==> config.mk <==
export PLATFORM = sky130hd
export DESIGN_NAME = pst_steering
export DESIGN_NICKNAME = d
export VERILOG_FILES = /design/src/rtl/pst_pkg.sv /design/src/rtl/pst_timer2.sv /design/src/rtl/pst_pin_mux.sv /design/src/rtl/pst_steering.sv
export SDC_FILE = /design/constraint.sdc
export NUM_CORES = 1
export LEC_CHECK = 0
export ABC_AREA = 1
export BUFFER_PORTS_ARGS = -buffer_cell sky130_fd_sc_hd__buf_2
export CAP_MARGIN = 40
export CORE_MARGIN = 4
export CORE_UTILIZATION = 30
export CTS_BUF_LIST = sky130_fd_sc_hd__clkbuf_8
export CTS_CLUSTER_DIAMETER = 50
export DETAILED_ROUTE_END_ITERATION = 10
export GPL_TIMING_DRIVEN = 0
export HOLD_SLACK_MARGIN = 0.1
export SLEW_MARGIN = 25
export SYNTH_ARGS = -nofsm -noshare
export SYNTH_HDL_FRONTEND = slang
export SYNTH_SLANG_ARGS = --single-unit
==> constraint.sdc <==
create_clock -name clk_i -period 2.2 [get_ports clk_i]
set_input_delay 0 -clock clk_i [delete_from_list [all_inputs] [get_ports clk_i]]
set_output_delay 0 -clock clk_i [all_outputs]
set_load 0.05 [all_outputs]
==> src/rtl/pst_pkg.sv <==
// Package: register map, field layout and reset values of the steering block
package pst_pkg;

  // Register offsets on the Wishbone bus (byte addresses, one word each)
  localparam logic [4:0] ADDR_CCP_CONTROL      = 5'h00;
  localparam logic [4:0] ADDR_AUTO_SHUTDOWN    = 5'h04;
  localparam logic [4:0] ADDR_TIMER2_PERIOD    = 5'h08;
  localparam logic [4:0] ADDR_STEERING_CONTROL = 5'h0C;
  localparam logic [4:0] ADDR_RESTART_DELAY    = 5'h10;
  localparam logic [4:0] ADDR_TIMER2_CONTROL   = 5'h14;
  localparam logic [4:0] ADDR_TIMER2_COUNT     = 5'h18;

  // Reset values
  localparam logic [7:0] RST_CCP_CONTROL      = 8'h00;
  localparam logic [7:0] RST_AUTO_SHUTDOWN    = 8'h00;
  localparam logic [7:0] RST_TIMER2_PERIOD    = 8'hFF;
  localparam logic [7:0] RST_STEERING_CONTROL = 8'h01;
  localparam logic [7:0] RST_RESTART_DELAY    = 8'h00;
  localparam logic [7:0] RST_TIMER2_CONTROL   = 8'h00;
  localparam logic [7:0] RST_TIMER2_COUNT     = 8'h00;

  // Implemented-bit masks; other bits read as zero
  localparam logic [7:0] MASK_STEERING_CONTROL = 8'h1F;
  localparam logic [7:0] MASK_TIMER2_CONTROL   = 8'h7F;

  // Field positions
  localparam int STEER_SYNC_BIT    = 4;
  localparam int MODE_LSB          = 0;
  localparam int CONFIG_LSB        = 6;
  localparam int SHUTDOWN_FLAG_BIT = 7;
  localparam int TIMER2_COUNT_ON_BIT       = 2;
  localparam int TIMER2_COUNT_PRESC_LSB    = 0;
  localparam int RESTART_EN_BIT    = 7;

  // Field codes
  localparam logic [1:0] MODE_PWM_HI   = 2'h3;
  localparam logic [1:0] CONFIG_SINGLE = 2'h0;

  // Steering update state machine
  typedef enum logic [1:0] {
    ST_IDLE    = 2'b01,
    ST_PENDING = 2'b10
  } pst_state_t;

endpackage

==> src/rtl/pst_timer2.sv <==
// Timer2 counter: period match and prescale, marks the start of each PWM period
`timescale 1ns/1ns
module pst_timer2
  import pst_pkg::*;
(
  input  wire logic       clk_i,
  input  wire logic       rst_i,
  input  wire logic       run_i,
  input  wire logic [1:0] presc_sel_i,
  input  wire logic [7:0] period_i,
  input  wire logic       load_i,
  input  wire logic [7:0] load_val_i,
  output logic      [7:0] count_o,
  output logic            period_start_o
);

  logic [3:0] presc;
  logic [3:0] next_presc;
  logic [7:0] next_count;
  logic       next_start;
  logic [3:0] presc_last;

  // Prescale of 1, 4 or 16 counts per timer step
  always_comb begin
    case (presc_sel_i)
      2'h0:    presc_last = 4'h0;
      2'h1:    presc_last = 4'h3;
      default: presc_last = 4'hF;
    endcase
  end

  // Counter restarts on period match; that restart opens a new PWM period
  always_comb begin
    next_presc = presc;
    next_count = count_o;
    next_start = 1'b0;
    if (load_i) begin
      next_count = load_val_i;
      next_presc = 4'h0;
    end else if (run_i) begin
      if (presc >= presc_last) begin
        next_presc = 4'h0;
        if (count_o == period_i) begin
          next_count = 8'h00;
          next_start = 1'b1;
        end else begin
          next_count = count_o + 8'h01;
        end
      end else begin
        next_presc = presc + 4'h1;
      end
    end
  end

  always_ff @(posedge clk_i) begin
    if (rst_i) begin
      presc          <= 4'h0;
      count_o        <= RST_TIMER2_COUNT;
      period_start_o <= 1'b0;
    end else begin
      presc          <= next_presc;
      count_o        <= next_count;
      period_start_o <= next_start;
    end
  end

endmodule

==> src/rtl/pst_pin_mux.sv <==
// Per-pin output stage: steer, polarity and shutdown state for four pins
`timescale 1ns/1ns
module pst_pin_mux
  import pst_pkg::*;
#(
  parameter int PINS = 4
) (
  input  wire logic            clk_i,
  input  wire logic            rst_i,
  input  wire logic            pwm_i,
  input  wire logic [PINS-1:0] steer_i,
  input  wire logic [PINS-1:0] invert_i,
  input  wire logic            shutdown_i,
  input  wire logic [PINS-1:0] shut_level_i,
  input  wire logic [PINS-1:0] shut_tri_i,
  input  wire logic [PINS-1:0] port_data_i,
  output logic      [PINS-1:0] pin_o,
  output logic      [PINS-1:0] pin_drv_o
);

  logic [PINS-1:0] next_pin;
  logic [PINS-1:0] next_drv;

  // One slice per pin; shutdown only touches steered pins
  genvar g;
  generate
    for (g = 0; g < PINS; g = g + 1) begin : g_pin
      always_comb begin
        if (!steer_i[g]) begin
          next_pin[g] = port_data_i[g];
          next_drv[g] = 1'b0;
        end else if (shutdown_i) begin
          next_pin[g] = shut_level_i[g];
          next_drv[g] = !shut_tri_i[g];
        end else begin
          next_pin[g] = pwm_i ^ invert_i[g];
          next_drv[g] = 1'b1;
        end
      end
    end
  endgenerate

  // Registered outputs keep pins glitch free
  always_ff @(posedge clk_i) begin
    if (rst_i) begin
      pin_o     <= '0;
      pin_drv_o <= '0;
    end else begin
      pin_o     <= next_pin;
      pin_drv_o <= next_drv;
    end
  end

endmodule

==> src/rtl/pst_steering.sv <==
// Top: pulse steering block with Wishbone registers, Timer2 and pin stage
//
// Operation
// With sync select clear, a written steering value applies after the write.
// Immediate updates ignore the PWM cycle; a truncated pulse may appear.
// With sync select set, a written value waits for the next PWM period.
// Synchronised steering yields only whole PWM waveforms on a pin.
// Unimplemented register bits read back as zero.
// A steered pin carries the PWM; an unsteered pin returns to port use.
// Steering works only in PWM mode (11) with single output config (00).
// Mode field low bits set polarity of steered outputs.
// Auto-shutdown forces only the currently steered pins to shutdown state.
// In sync mode the latest written value is pending until period restart; a synced write in the restart cycle itself is not applied.
//
// Added by the designer: the Wishbone register port and the placing of the registers.
`timescale 1ns/1ns
module pst_steering
  import pst_pkg::*;
(
  input  wire logic       clk_i,
  input  wire logic       rst_i,
  // Wishbone classic slave
  input  wire logic       cyc_i,
  input  wire logic       stb_i,
  input  wire logic       we_i,
  input  wire logic [4:0] adr_i,
  input  wire logic [3:0] sel_i,
  input  wire logic [31:0] dat_i,
  output logic      [31:0] dat_o,
  output logic            ack_o,
  // Modulated waveform from the duty generator
  input  wire logic       pwm_i,
  // Shutdown request from the auto-shutdown sources (pin, async)
  input  wire logic       shutdown_req_i,
  // Port latch values used when a pin is not steered
  input  wire logic [3:0] port_data_i,
  // Output pins
  output logic            pwm_out_a_o,
  output logic            pwm_out_b_o,
  output logic            pwm_out_c_o,
  output logic            pwm_out_d_o,
  output logic      [3:0] pin_drv_o,
  output logic            period_start_o,
  output logic            steer_active_o
);

  // Register storage
  logic [7:0] ccp_control;
  logic [7:0] auto_shutdown_control;
  logic [7:0] timer2_period;
  logic [7:0] steering_control;
  logic [7:0] pwm_restart_delay_control;
  logic [7:0] timer2_control;
  logic [7:0] next_ccp_control;
  logic [7:0] next_auto_shutdown_control;
  logic [7:0] next_timer2_period;
  logic [7:0] next_steering_control;
  logic [7:0] next_pwm_restart_delay_control;
  logic [7:0] next_timer2_control;

  // Steering state
  pst_state_t state;
  pst_state_t next_state;
  logic [3:0] active_steer;
  logic [3:0] next_active_steer;

  // Shutdown input synchroniser and latch
  logic       shut_meta;
  logic       shut_sync;
  logic       shutdown;
  logic       next_shutdown;

  logic       ack;
  logic       next_ack;
  logic [31:0] next_dat;
  logic       wr;
  logic       wr_steer;
  logic       wr_timer2_count;
  logic [7:0] timer2_count_count;
  logic       period_start;
  logic       steer_enable;
  logic [1:0] mode_field;
  logic [3:0] pin_vec;

  assign wr       = cyc_i && stb_i && we_i && !ack && sel_i[0];
  assign wr_steer = wr && (adr_i == ADDR_STEERING_CONTROL);
  assign wr_timer2_count  = wr && (adr_i == ADDR_TIMER2_COUNT);

  // Steering only in PWM mode with single output configuration
  assign steer_enable = (ccp_control[3:2] == MODE_PWM_HI) &&
                        (ccp_control[CONFIG_LSB +: 2] == CONFIG_SINGLE);
  assign mode_field   = ccp_control[MODE_LSB +: 2];

  // Two flops before the shutdown pin is looked at
  always_ff @(posedge clk_i) begin
    if (rst_i) begin
      shut_meta <= 1'b0;
      shut_sync <= 1'b0;
    end else begin
      shut_meta <= shutdown_req_i;
      shut_sync <= shut_meta;
    end
  end

  // Shutdown flag: set by the event, set wins over software clear;
  // auto restart clears it at a period start once the event is gone
  always_comb begin
    next_shutdown = shutdown;
    if (wr && adr_i == ADDR_AUTO_SHUTDOWN && !dat_i[SHUTDOWN_FLAG_BIT]) begin
      next_shutdown = 1'b0;
    end
    if (pwm_restart_delay_control[RESTART_EN_BIT] && period_start && !shut_sync) begin
      next_shutdown = 1'b0;
    end
    if (shut_sync) begin
      next_shutdown = 1'b1;
    end
  end

  // Register writes, one byte lane; no access takes effect twice
  always_comb begin
    next_ccp_control               = ccp_control;
    next_auto_shutdown_control     = auto_shutdown_control;
    next_timer2_period             = timer2_period;
    next_steering_control          = steering_control;
    next_pwm_restart_delay_control = pwm_restart_delay_control;
    next_timer2_control            = timer2_control;
    if (wr) begin
      case (adr_i)
        ADDR_CCP_CONTROL:      next_ccp_control = dat_i[7:0];
        ADDR_AUTO_SHUTDOWN:    next_auto_shutdown_control = {1'b0, dat_i[6:0]};
        ADDR_TIMER2_PERIOD:    next_timer2_period = dat_i[7:0];
        ADDR_STEERING_CONTROL: next_steering_control = dat_i[7:0] & MASK_STEERING_CONTROL;
        ADDR_RESTART_DELAY:    next_pwm_restart_delay_control = dat_i[7:0];
        ADDR_TIMER2_CONTROL:   next_timer2_control = dat_i[7:0] & MASK_TIMER2_CONTROL;
        default:               next_ccp_control = ccp_control;
      endcase
    end
  end

  always_ff @(posedge clk_i) begin
    if (rst_i) begin
      ccp_control               <= RST_CCP_CONTROL;
      auto_shutdown_control     <= RST_AUTO_SHUTDOWN;
      timer2_period             <= RST_TIMER2_PERIOD;
      steering_control          <= RST_STEERING_CONTROL;
      pwm_restart_delay_control <= RST_RESTART_DELAY;
      timer2_control            <= RST_TIMER2_CONTROL;
      shutdown                  <= 1'b0;
    end else begin
      ccp_control               <= next_ccp_control;
      auto_shutdown_control     <= next_auto_shutdown_control;
      timer2_period             <= next_timer2_period;
      steering_control          <= next_steering_control;
      pwm_restart_delay_control <= next_pwm_restart_delay_control;
      timer2_control            <= next_timer2_control;
      shutdown                  <= next_shutdown;
    end
  end

  // Steering update: immediate or held until the period restarts.
  // Pending value is simply the stored register, so the latest write before the period start cycle wins.
  always_comb begin
    next_state        = state;
    next_active_steer = active_steer;
    case (state)
      ST_IDLE: begin
        if (wr_steer) begin
          if (dat_i[STEER_SYNC_BIT]) begin
            next_state = ST_PENDING;
          end else begin
            next_active_steer = dat_i[3:0];
          end
        end
      end
      ST_PENDING: begin
        if (wr_steer && !dat_i[STEER_SYNC_BIT]) begin
          next_active_steer = dat_i[3:0];
          next_state        = ST_IDLE;
        end else if (period_start) begin
          next_active_steer = steering_control[3:0];
          next_state        = ST_IDLE;
        end
      end
      default: begin
        next_state = ST_IDLE;
      end
    endcase
  end

  always_ff @(posedge clk_i) begin
    if (rst_i) begin
      state        <= ST_IDLE;
      active_steer <= RST_STEERING_CONTROL[3:0];
    end else begin
      state        <= next_state;
      active_steer <= next_active_steer;
    end
  end

  // Read mux and ack; unmapped addresses ack with zero data
  always_comb begin
    next_ack = cyc_i && stb_i && !ack;
    next_dat = 32'h0000_0000;
    case (adr_i)
      ADDR_CCP_CONTROL:      next_dat[7:0] = ccp_control;
      ADDR_AUTO_SHUTDOWN:    next_dat[7:0] = {shutdown, auto_shutdown_control[6:0]};
      ADDR_TIMER2_PERIOD:    next_dat[7:0] = timer2_period;
      ADDR_STEERING_CONTROL: next_dat[7:0] = steering_control & MASK_STEERING_CONTROL;
      ADDR_RESTART_DELAY:    next_dat[7:0] = pwm_restart_delay_control;
      ADDR_TIMER2_CONTROL:   next_dat[7:0] = timer2_control & MASK_TIMER2_CONTROL;
      ADDR_TIMER2_COUNT:     next_dat[7:0] = timer2_count_count;
      default:               next_dat = 32'h0000_0000;
    endcase
  end

  always_ff @(posedge clk_i) begin
    if (rst_i) begin
      ack   <= 1'b0;
      dat_o <= 32'h0000_0000;
    end else begin
      ack   <= next_ack;
      dat_o <= next_dat;
    end
  end

  assign ack_o = ack;

  pst_timer2 u_timer2 (
    .clk_i          (clk_i),
    .rst_i          (rst_i),
    .run_i          (timer2_control[TIMER2_COUNT_ON_BIT]),
    .presc_sel_i    (timer2_control[TIMER2_COUNT_PRESC_LSB +: 2]),
    .period_i       (timer2_period),
    .load_i         (wr_timer2_count),
    .load_val_i     (dat_i[7:0]),
    .count_o        (timer2_count_count),
    .period_start_o (period_start)
  );

  // Polarity bit 0 for A/C, bit 1 for B/D: set bit = active-low pair
  pst_pin_mux #(
    .PINS (4)
  ) u_pins (
    .clk_i        (clk_i),
    .rst_i        (rst_i),
    .pwm_i        (pwm_i),
    .steer_i      (steer_enable ? active_steer : 4'h0),
    .invert_i     ({mode_field[1], mode_field[0], mode_field[1], mode_field[0]}),
    .shutdown_i   (shutdown),
    .shut_level_i ({auto_shutdown_control[3], auto_shutdown_control[1],
                    auto_shutdown_control[3], auto_shutdown_control[1]}),
    .shut_tri_i   ({auto_shutdown_control[2], auto_shutdown_control[0],
                    auto_shutdown_control[2], auto_shutdown_control[0]}),
    .port_data_i  (port_data_i),
    .pin_o        (pin_vec),
    .pin_drv_o    (pin_drv_o)
  );

  assign pwm_out_a_o    = pin_vec[0];
  assign pwm_out_b_o    = pin_vec[1];
  assign pwm_out_c_o    = pin_vec[2];
  assign pwm_out_d_o    = pin_vec[3];
  assign period_start_o = period_start;
  assign steer_active_o = steer_enable;

endmodule

==> reports/qor.yml <==
first_iter_violations: 266
die_width_um: 126
ys.flop_type: "dfxtp_1"
finClkSkew_ns: 0.0134
start_util_pct: 31.2
async_reset_ff_share_pct: 0
final.setup.tns_ns: 0
setup_viol: 0
drv_cap: 0
rows: 42
netlist_instances: 581
slowest_delay_ns: 0.55
antenna_left: 0
clk_pin_slew_ns: 0.09
routedWlPerCell_um: 13.2
cpMostUsedCell: "inv_1"
syn2layout_area_growth_pct: 21.9
core_area_um2: 13500
synthTopCellsByCount: "nand2_1 (107), dfxtp_1 (82), inv_1 (78), nor2_1 (61), a21oi_1 (39)"
yosysMostFrequentCell: "nand2_1"
syn_area_um2: 4190
drive_gt1_share_pct: 18.1
timing.fmax_mhz: 484
dieArea_um2: 15900
grt_max_degree: 15
critPathArrivalTime_ns: 2.33
crit_path_cell_trace: "inv_1, nand3_2, nor2_8, inv_1, nor2_4, inv_2, o21ai_1, a21oi_1, dlygate4sd3_1"
syn_avg_cell_area_um2: 7.22
num_vias: 3821
cp-start-kind: "flip-flop"
cts_setup_buffers: 0
synth_area_leaders: "dfxtp_1 (39%), nand2_1 (9.6%), inv_1 (7.0%)"
cts_buffers: 9
antenna_found_initial: 0
peakVddDrop_v: 0.000281
hold_class: "input port to flip-flop"
grt_usage_pct: 14.6
htreeDepth: 3
synth-edff-count: 0
cts.sinks: 82
rsz0062_at_grt: "false"
place_area_um2: 4720
cp_data_required_time_ns: 2.46
power_mw: 3.09
worstPathMaxFanout: 10
die_h_um: 126
pin_count: 95
min_period_ns: 2.07
period_share_pct: 93.9
final_nets: 733
gp_congestion: 0.836
slowest_stage: "dlygate4sd3_1"
seqCellArea_um2: 1640
p_leak_nw: 2.50
grt_pass1_wl_um: 18600
end_kind: "flip-flop"
tightest_slew_ns: 0.549
cts.path.max_buffers: 2
multi_input_area_um2: 2040
gr-total-overflow: 0
drv_slew: 0
yosysTopAreaCell: "dfxtp_1"
synth_top_area_share_pct: 39.1
drc_errors: 0
finalInstanceArea_um2: 5110
path_delay_family: "buffers and inverters"
yosys_warnings: 0
fillers: 1458
power_density_nw_per_um2: 604
port_buffers: 43
ys_types: 38
first_global_vias: 3580
status: "finished, final reports clean"
cts_root_buf: "clkbuf_8"
final-hold-violation-count: 0
dpl.hpwl_um: 8450
synth-seq-cells: 82
clkLatencyLatePin_ns: 0.37
antennaDiodeCount: 0
synth_seq_area_share_pct: 39.1
cts_tree: "yes"
totalWireLength_um: 11300
ctsResizeCount: 0
worstSetupPathType: "flip-flop to flip-flop"
dr.pass1.iters: 4
cp.buffers_inverters: 4
hold_buffers: 17
relSlewSlack_pct: 63.4
drt-vias-per-instance: 4.46
## registers in the layout, indices dropped and copies added (netlist names)
register,flops
ccp_control,8
dat_o,8
pwm_restart_delay_control,8
timer2_period,8
u_timer2.count_o,8
auto_shutdown_control,7
timer2_control,7
steering_control,5
active_steer,4
u_pins.pin_drv_o,4
u_pins.pin_o,4
u_timer2.presc,4
state,2
ack_o,1
shut_meta,1
shut_sync,1
shutdown,1
u_timer2.period_start_o,1
## report_power, final
| part | switching, mW | internal [mW] |
|---|---|---|
| combinational | 0.239 | 0.0999 |
| sequential | 0.00497 | 1.49 |
| clock | 0.573 | 0.674 |
## area by class of cell
type / count / area share, %
plain buffers: 37 / 5.07
clock buffers: 10 / 2.69
clock inverters: 6 / 1.74
inverters: 90 / 6.61
multi-input cells: 395 / 39.9
flip-flops and latches: 82 / 32.1
well taps: 176 / 4.31
repair buffers: 60 / 7.54
## layer usage
layer / up-vias / wire length (um) / global-route usage [%]
met4: 0 / 261 / 5.68
li1: 2002 / - / -
met1: 1703 / 5440 / 20.3
met3: 16 / 614 / 2.33
met5: - / 0 / 0
met2: 100 / 5010 / 22.7
## final timing paths
kind	cells after the start	to	startpoint	slack (ns)
setup reg to reg	9	shutdown$_SDFFE_PP0P_	ack_o$_SDFF_PP0_	0.13
hold / removal	5	steering_control[3]$_SDFFE_PP0N_	adr_i[2]	0.12
hold reg to reg	2	shut_sync$_SDFF_PP0_	shut_meta$_SDFF_PP0_	0.41
setup / recovery	9	shutdown$_SDFFE_PP0P_	ack_o$_SDFF_PP0_	0.13
## worst reg2reg max path, cell delays in order (launching register included)
cell,delay [ns]
dfxtp_1,0.32
inv_1,0.06
nand3_2,0.12
nor2_8,0.25
inv_1,0.17
nor2_4,0.18
inv_2,0.12
o21ai_1,0.13
a21oi_1,0.07
dlygate4sd3_1,0.55
## stage by stage
stage          instances  utilization (%)  hold slack [ns]  setup slack (ns)
2_1_floorplan        604                -           0.0691             0.626
3_3_place_gp         823             35.1            0.218             0.425
3_5_place_dp         823             35.1            0.220             0.415
4_1_cts              856             38.0            0.103             0.138
5_1_grt              856             38.0            0.135          0.000952
6_report             856             38.0            0.118             0.134
## placed cells by master, fill, tap and decap left out, types with 10 or more instances in the layout
master         instances
nand2_1              107
nand3_1               35
conb_1                24
inv_1                 79
dfxtp_1               82
a21oi_1               39
dlygate4sd3_1         17
buf_2                 45
inv_2                 10
o21ai_0               36
buf_4                 25
o21ai_1               17
nor2_1                61
clkbuf_8              10
## kinds of logic (layout without fill, tap and decap cells)
family	count (synthesis)	after routing	share of synthesized area [%]
XOR/XNOR	14	14	2.92
adder cells (fa/ha/maj)	6	6	1.79
flip-flops	82	82	39.1
AO/OA/AOI/OAI	113	113	14.5
other	1	24	0.0894
multiplexers	1	1	0.239
AND/OR/NAND/NOR	237	237	27.1
buffers and inverters	127	203	14.2
(Power assumes the default switching activity.)
